`config.mk`:
```
export PLATFORM = sky130hd
export DESIGN_NAME = art_timer
export DESIGN_NICKNAME = d
export VERILOG_FILES = /design/src/verilog/art_pkg.sv /design/src/verilog/art_tick_div.sv /design/src/verilog/art_timer.sv
export SDC_FILE = /design/constraint.sdc
export NUM_CORES = 1
export LEC_CHECK = 0
export BUFFER_PORTS_ARGS = -buffer_cell sky130_fd_sc_hd__buf_2
export CAP_MARGIN = 10
export CORE_ASPECT_RATIO = 1.5
export CORE_MARGIN = 4
export CORE_UTILIZATION = 60
export DETAILED_ROUTE_END_ITERATION = 16
export PLACE_DENSITY = 0.78
export SYNTH_ARGS = -nofsm -noshare
export SYNTH_HDL_FRONTEND = slang
export SYNTH_SLANG_ARGS = --single-unit
```
`constraint.sdc`:
```
create_clock -name clk -period 2.31 [get_ports clk]
set_input_delay 0 -clock clk [delete_from_list [all_inputs] [get_ports clk]]
set_output_delay 0 -clock clk [all_outputs]
set_load 0.03 [all_outputs]
```
`src/verilog/art_pkg.sv`:
```
package art_pkg;
	// Special-function register addresses
	localparam logic [7:0] ART_ADDR_CLOCK_SELECT = 8'h8E;
	localparam logic [7:0] ART_ADDR_CONTROL = 8'hC8;
	localparam logic [7:0] ART_ADDR_RELOAD_LOW = 8'hCA;
	localparam logic [7:0] ART_ADDR_RELOAD_HIGH = 8'hCB;
	localparam logic [7:0] ART_ADDR_COUNT_LOW = 8'hCC;
	localparam logic [7:0] ART_ADDR_COUNT_HIGH = 8'hCD;

	// Control register fields
	localparam int ART_BIT_HIGH_FLAG = 7;
	localparam int ART_BIT_LOW_FLAG = 6;
	localparam int ART_BIT_LOW_IRQ_EN = 5;
	localparam int ART_BIT_SPLIT = 3;
	localparam int ART_BIT_RUN = 2;
	localparam int ART_BIT_EXT_CLK = 0;
	localparam logic [7:0] ART_CONTROL_WRITE_MASK = 8'hED;

	// Clock-select register fields
	localparam int ART_BIT_HIGH_CLK_SEL = 5;
	localparam int ART_BIT_LOW_CLK_SEL = 4;

	localparam logic [7:0] ART_RESET_BYTE = 8'h00;
	localparam logic [7:0] ART_BYTE_MAX = 8'hFF;

	// Prescale ratios
	localparam int ART_CORE_DIV = 12;
	localparam int ART_EXT_DIV = 8;

	typedef struct packed {
		logic high_flag;
		logic low_flag;
		logic low_irq_en;
		logic split;
		logic run;
		logic ext_clk;
	} art_ctrl_t;

	typedef struct packed {
		logic write;
		logic read;
		logic [7:0] addr;
		logic [7:0] wdata;
	} art_sfr_req_t;
endpackage : art_pkg

```
`src/verilog/art_tick_div.sv`:
```
`timescale 1ns/1ps
// Produces a one-cycle tick every RATIO qualifying input events
module art_tick_div #(
	parameter int RATIO = 12
) (
	input wire logic clk,
	input wire logic rst,
	input wire logic event_in,
	output logic tick
);
	localparam int CW = $clog2(RATIO);
	localparam logic [CW-1:0] LAST = CW'(RATIO - 1);
	localparam logic [CW-1:0] ONE = CW'(1);

	logic [CW-1:0] cnt_q;
	logic [CW-1:0] cnt_d;
	logic tick_d;

	always_comb begin
		cnt_d = cnt_q;
		tick_d = 1'b0;
		if (event_in) begin
			if (cnt_q == LAST) begin
				cnt_d = '0;
				tick_d = 1'b1;
			end else begin
				cnt_d = cnt_q + ONE;
			end
		end
	end

	always_ff @(posedge clk or posedge rst) begin
		if (rst) begin
			cnt_q <= '0;
			tick <= 1'b0;
		end else begin
			cnt_q <= cnt_d;
			tick <= tick_d;
		end
	end
endmodule : art_tick_div

```
`src/verilog/art_timer.sv`:
```
`timescale 1ns/1ps
// Operation
// - Timer is a low and a high count byte; split bit picks 16-bit or two 8-bit.
// - 16-bit mode counts up; on FFFF to 0000 reload both bytes, set high flag.
// - Every high-flag overflow requests an interrupt while timer irq enable is set.
// - 16-bit mode: low byte rollover also interrupts if low irq enable set.
// - Split mode: each byte auto-reloads from its own reload byte.
// - Split mode: run bit gates only high byte; 16-bit mode: whole timer.
// - Byte clock: select bit set gives core clock, else core/12 or external/8; 16-bit mode uses the low select bit only.
// - External clock is synchronised to core clock, then divided by 8 before counting.
// - Split mode: high and low rollovers set high and low flags.
// - Split mode interrupts on high overflow, or either byte with low irq enable.
// - Overflow flags are cleared only by reset or a software write of zero.
// - Control bits: 7 high flag, 6 low flag, 5 low irq en, 3 split, 2 run, 0 ext.
module art_timer
	import art_pkg::*;
(
	input wire logic clk,
	input wire logic rst,
	input art_sfr_req_t sfr_req,
	input wire logic timer_irq_enable_bit,
	input wire logic ext_osc,
	output logic [7:0] sfr_rdata,
	output logic timer_irq,
	output logic high_overflow_pulse,
	output logic low_overflow_pulse
);
	////////////////////////////////////////////////////////////////////////////////
	// External oscillator synchroniser and edge detect

	logic ext_meta_q;
	logic ext_sync_q;
	logic ext_prev_q;
	logic ext_rise;

	always_ff @(posedge clk or posedge rst) begin
		if (rst) begin
			ext_meta_q <= 1'b0;
			ext_sync_q <= 1'b0;
			ext_prev_q <= 1'b0;
		end else begin
			ext_meta_q <= ext_osc;
			ext_sync_q <= ext_meta_q;
			ext_prev_q <= ext_sync_q;
		end
	end

	assign ext_rise = ext_sync_q & ~ext_prev_q;

	////////////////////////////////////////////////////////////////////////////////
	// Prescalers

	logic core_div_tick;
	logic ext_div_tick;

	art_tick_div #(
		.RATIO(ART_CORE_DIV)
	) u_core_div (
		.clk(clk),
		.rst(rst),
		.event_in(1'b1),
		.tick(core_div_tick)
	);

	art_tick_div #(
		.RATIO(ART_EXT_DIV)
	) u_ext_div (
		.clk(clk),
		.rst(rst),
		.event_in(ext_rise),
		.tick(ext_div_tick)
	);

	////////////////////////////////////////////////////////////////////////////////
	// Registers

	art_ctrl_t ctrl_q;
	art_ctrl_t ctrl_d;
	logic [7:0] clksel_q;
	logic [7:0] clksel_d;
	logic [7:0] reload_low_q;
	logic [7:0] reload_low_d;
	logic [7:0] reload_high_q;
	logic [7:0] reload_high_d;
	logic [7:0] count_low_q;
	logic [7:0] count_low_d;
	logic [7:0] count_high_q;
	logic [7:0] count_high_d;
	logic [7:0] rdata_d;
	logic irq_d;
	logic high_pulse_d;
	logic low_pulse_d;

	logic high_clk_sel;
	logic low_clk_sel;
	logic slow_tick;
	logic low_tick;
	logic high_tick;
	logic low_run;
	logic high_run;
	logic low_wrap;
	logic high_wrap;
	logic wr_ctrl;
	logic [7:0] ctrl_byte;

	assign high_clk_sel = clksel_q[ART_BIT_HIGH_CLK_SEL];
	assign low_clk_sel = clksel_q[ART_BIT_LOW_CLK_SEL];
	assign slow_tick = ctrl_q.ext_clk ? ext_div_tick : core_div_tick;

	// Clock enable for each byte
	always_comb begin
		low_tick = low_clk_sel ? 1'b1 : slow_tick;
		// Outside split mode the whole word uses the low-byte clock
		if (ctrl_q.split) begin
			high_tick = high_clk_sel ? 1'b1 : slow_tick;
		end else begin
			high_tick = low_tick;
		end
		low_run = ctrl_q.split ? 1'b1 : ctrl_q.run;
		high_run = ctrl_q.run;
	end

	// Packed control byte, reserved bits read zero
	always_comb begin
		ctrl_byte = ART_RESET_BYTE;
		ctrl_byte[ART_BIT_HIGH_FLAG] = ctrl_q.high_flag;
		ctrl_byte[ART_BIT_LOW_FLAG] = ctrl_q.low_flag;
		ctrl_byte[ART_BIT_LOW_IRQ_EN] = ctrl_q.low_irq_en;
		ctrl_byte[ART_BIT_SPLIT] = ctrl_q.split;
		ctrl_byte[ART_BIT_RUN] = ctrl_q.run;
		ctrl_byte[ART_BIT_EXT_CLK] = ctrl_q.ext_clk;
	end

	assign wr_ctrl = sfr_req.write && (sfr_req.addr == ART_ADDR_CONTROL);

	// Counting, reload, flags and software writes
	always_comb begin
		count_low_d = count_low_q;
		count_high_d = count_high_q;
		low_wrap = 1'b0;
		high_wrap = 1'b0;
		if (ctrl_q.split) begin
			if (low_run && low_tick) begin
				if (count_low_q == ART_BYTE_MAX) begin
					count_low_d = reload_low_q;
					low_wrap = 1'b1;
				end else begin
					count_low_d = count_low_q + 8'h01;
				end
			end
			if (high_run && high_tick) begin
				if (count_high_q == ART_BYTE_MAX) begin
					count_high_d = reload_high_q;
					high_wrap = 1'b1;
				end else begin
					count_high_d = count_high_q + 8'h01;
				end
			end
		end else if (high_run && low_tick) begin
			if (count_low_q == ART_BYTE_MAX) begin
				low_wrap = 1'b1;
				if (count_high_q == ART_BYTE_MAX) begin
					count_low_d = reload_low_q;
					count_high_d = reload_high_q;
					high_wrap = 1'b1;
				end else begin
					count_low_d = 8'h00;
					count_high_d = count_high_q + 8'h01;
				end
			end else begin
				count_low_d = count_low_q + 8'h01;
			end
		end

		ctrl_d = ctrl_q;
		clksel_d = clksel_q;
		reload_low_d = reload_low_q;
		reload_high_d = reload_high_q;
		if (sfr_req.write) begin
			case (sfr_req.addr)
				ART_ADDR_CLOCK_SELECT: clksel_d = sfr_req.wdata;
				ART_ADDR_RELOAD_LOW: reload_low_d = sfr_req.wdata;
				ART_ADDR_RELOAD_HIGH: reload_high_d = sfr_req.wdata;
				ART_ADDR_COUNT_LOW: count_low_d = sfr_req.wdata;
				ART_ADDR_COUNT_HIGH: count_high_d = sfr_req.wdata;
				default: ;
			endcase
		end
		if (wr_ctrl) begin
			ctrl_d.high_flag = sfr_req.wdata[ART_BIT_HIGH_FLAG];
			ctrl_d.low_flag = sfr_req.wdata[ART_BIT_LOW_FLAG];
			ctrl_d.low_irq_en = sfr_req.wdata[ART_BIT_LOW_IRQ_EN];
			ctrl_d.split = sfr_req.wdata[ART_BIT_SPLIT];
			ctrl_d.run = sfr_req.wdata[ART_BIT_RUN];
			ctrl_d.ext_clk = sfr_req.wdata[ART_BIT_EXT_CLK];
		end
		// Hardware set wins over a software clear in the same cycle
		if (high_wrap) begin
			ctrl_d.high_flag = 1'b1;
		end
		if (low_wrap) begin
			ctrl_d.low_flag = 1'b1;
		end

		high_pulse_d = high_wrap;
		low_pulse_d = low_wrap;
		irq_d = timer_irq_enable_bit
			&& (high_wrap || (low_wrap && ctrl_q.low_irq_en));

		rdata_d = ART_RESET_BYTE;
		if (sfr_req.read) begin
			case (sfr_req.addr)
				ART_ADDR_CLOCK_SELECT: rdata_d = clksel_q;
				ART_ADDR_CONTROL: rdata_d = ctrl_byte;
				ART_ADDR_RELOAD_LOW: rdata_d = reload_low_q;
				ART_ADDR_RELOAD_HIGH: rdata_d = reload_high_q;
				ART_ADDR_COUNT_LOW: rdata_d = count_low_q;
				ART_ADDR_COUNT_HIGH: rdata_d = count_high_q;
				default: rdata_d = ART_RESET_BYTE;
			endcase
		end
	end

	always_ff @(posedge clk or posedge rst) begin
		if (rst) begin
			ctrl_q <= '0;
			clksel_q <= ART_RESET_BYTE;
			reload_low_q <= ART_RESET_BYTE;
			reload_high_q <= ART_RESET_BYTE;
			count_low_q <= ART_RESET_BYTE;
			count_high_q <= ART_RESET_BYTE;
			sfr_rdata <= ART_RESET_BYTE;
			timer_irq <= 1'b0;
			high_overflow_pulse <= 1'b0;
			low_overflow_pulse <= 1'b0;
		end else begin
			ctrl_q <= ctrl_d;
			clksel_q <= clksel_d;
			reload_low_q <= reload_low_d;
			reload_high_q <= reload_high_d;
			count_low_q <= count_low_d;
			count_high_q <= count_high_d;
			sfr_rdata <= rdata_d;
			timer_irq <= irq_d;
			high_overflow_pulse <= high_pulse_d;
			low_overflow_pulse <= low_pulse_d;
		end
	end
endmodule : art_timer

```
==> impl_results.md <==
* Commonest non-fill, non-tap cell in the layout: dfrtp_1
* Remaining antenna violation count at 0
* Post-layout min period at 1990 ps
* Synth Area per Inst at between 10 and 15 µm²
* Worst Clk Skew at 14.7 ps
* Antenna cells at 0
* Routed WL per cell at 21.2 µm
* Finished Layout Cells at 494
* Port Buffer Count at 32
* Clock root cell: clkbuf_8
* Detailed-route DRC error count at 0
* DR vias at 3312
* Syn Nets at 398
* Die area at 7680 µm²
* Initial DRC Count at 444
* Hpwl dp at 7540 µm
* Run status: finished, final reports clean
* Post-synth EDFFs at 0
* CP Launch Type: register
* RD Place Congestion at 0.939
* Placeable Area at 6130 µm²
* CTS Sinks at 69
* Row cnt at 35
* Top FF cell, synth: dfrtp_1
* Final max-slew violation count at 0
* Setup TNS at 0 ps
* Placed inst area at 4000 µm²
* Leak at 1.94 nW
* CTS tree: built
* Max clock buf depth at 2
* Setup CP Type: register to register
* Clock slew at reported path FFs at 80 ps
* Worst Hold Class: input port to register
* CP Capture Type: register
* RSZ-0062 raised after global routing: no
* Ys async rst share at 100%
* Critical Path RT at 2580 ps
* Fmax at between 500 and 600 MHz
* Rel. slew slack at 55.4%
* Total track usage at around 30%
* Post-CTS setup buffer count at 0
* Commonest cells after routing, fill and taps aside: dfrtp_1 (69), nand2_1 (33), buf_2 (32)
* Final Setup Violations at 0
* Synth Cell Area at roughly 3800 µm²
* Synth warn at 0
* Fin worst setup slack at between 300 and 400 ps
* Flip-flop and latch area at 1730 µm²
* Clock latency on the worst-skew pair at 360 ps
* Layout cells sized above 1 at 23.6%
* Max-cap violations at 0
* Die X at 72.9 µm
* Post-layout util at 70.5%
* TritonRoute pass-1 iters at 6
* IO Count at 33
* Crit path max fanout at 8
* Initial Utilization at between 60% and 70%
* Placed cells at 466
* Final WL at around 10000 µm
* Sequential area share after synthesis at 45.6%
* H-tree Lvls at 3
* Pre-CTS setup slack at 378 ps
* Tcrit/Tclk final at 86.2%
* Area growth syn-to-layout at 14.1%
* Layout Nets at 442
* First-pass GRT wire length at 17100 µm
* #FFs+latches synth at a little under 70
* Vias per cell at 6.70
* Vias in the first global route at between 3000 and 4000
* WP data arrival at 2270 ps
* Die Ht at 105 µm
* Tightest Pin Transition at roughly 670 ps
* Initial antenna violation count at 0
* P per Cell Area at 643 nW/µm²
* Grt total ovfl at 0
* TritonCTS Buffers at 9
* Multi-input logic area at 1930 µm²
* Synth cell types at 65
* Pin count of the biggest net entering global routing at 32
* Fin. Hold Viols at 0
* IR drop worst, VDD at 548 µV
* Cells after Synth at 371
* FILL cells at 469
* Final Cell Area at 4320 µm²
==> per-layer routing <==
layer,global-route usage (%),wire [µm],vias to the layer above
met5,0,0,-
met3,7.06,679,38
met2,48.4,5490,156
met4,11.9,294,0
li1,-,-,1502
met1,35.9,4030,1616
==> sequential cells by signal (all words and copies together) (netlist names), 4 cells and up <==
signal,flops
clksel_q,8
count_high_q,8
count_low_q,8
reload_high_q,8
reload_low_q,8
sfr_rdata,8
ctrl_byte,5
u_core_div.cnt_q,4
==> path summary, 6_finish.rpt <==
kind / slack [ps] / start / to / cells past startpoint
min in group asynchronous: 270 / rst / clksel_q[7]$_DFFE_PP0P_ / 3
hold / removal: 110 / sfr_req[9] / sfr_rdata[4]$_DFF_PP0_ / 4
setup / recovery: 320 / count_low_q[0]$_DFF_PP0_ / count_low_q[6]$_DFF_PP0_ / 6
setup reg to reg: 320 / count_low_q[0]$_DFF_PP0_ / count_low_q[6]$_DFF_PP0_ / 6
max in group asynchronous: 1280 / rst / ctrl_byte[5]$_DFFE_PP0N_ / 4
hold reg to reg: 350 / ext_meta_q$_DFF_PP0_ / ext_sync_q$_DFF_PP0_ / 0
==> where the power goes <==
group | switching [mW] | internal, mW | total, mW | leakage [nW]
Sequential | 0.105 | 1.29 | 1.40 | 0.899
Combinational | 0.202 | 0.176 | 0.378 | 0.939
Clock | 0.499 | 0.503 | 1.00 | 0.104
==> metrics by stage <==
stage / hold WS, ps / power [mW]
after floorplan: 31.4 / 1.65
after global placement: 110 / 1.76
after detailed placement: 110 / 1.77
after CTS: 90.4 / 2.78
after global routing: 130 / 2.91
final: 115 / 2.78
==> synth_stat cells, drive strengths merged, types with 3 or more instances <==
library cell / number / area, µm²
ha: 5 / 62.6
buf: 17 / 93.8
a21oi: 16 / 91.3
o21ai: 20 / 100
a21o: 4 / 31.3
and2: 7 / 46.3
and4: 4 / 35.0
a21boi: 5 / 48.8
a211oi: 3 / 22.5
a22o: 9 / 78.8
dfrtp: 69 / 1730
nand4: 12 / 75.1
mux2: 34 / 383
nor2b: 3 / 18.8
nor2: 22 / 85.1
a222oi: 5 / 50.1
nand3: 16 / 85.1
nand2b: 3 / 18.8
nor3: 8 / 40.0
clkbuf: 3 / 12.5
inv: 8 / 30.0
and3: 10 / 62.6
mux2i: 7 / 82.6
nand2: 35 / 141
a31oi: 15 / 93.8
==> what timing repair did <==
item	4_1_cts	5_1_grt
hold endpoints to repair	72	0
resized for setup	0	0
hold buffers	12	0
==> critical path, stage by stage (launching register included) <==
cell	delay, ps
dfrtp_1	430
ha_1	230
nand3_1	200
nor2_1	550
a31o_2	260
o221ai_1	100
o211ai_1	140
==> cell families after synthesis <==
kind of cell / after synthesis / synth area share (%)
adders and majority gates: 5 / 1.65
xor gates and xnor gates: 1 / 0.231
DFF: 69 / 45.6
buffers and inverters: 28 / 3.60
muxes: 41 / 12.3
AOI/OAI and AO/OA: 101 / 19.2
and+or+nand+nor: 126 / 17.5
==> cell type report <==
class,count,share of cell area [%]
flip-flops and latches,69,40.0
repair buffers,53,8.05
well taps,74,2.14
multi-input cells,274,44.6
clock buffers,9,2.87
inverters,8,0.695
clock inverters,7,1.74
No activity file was read; power rests on OpenSTA's default activity.
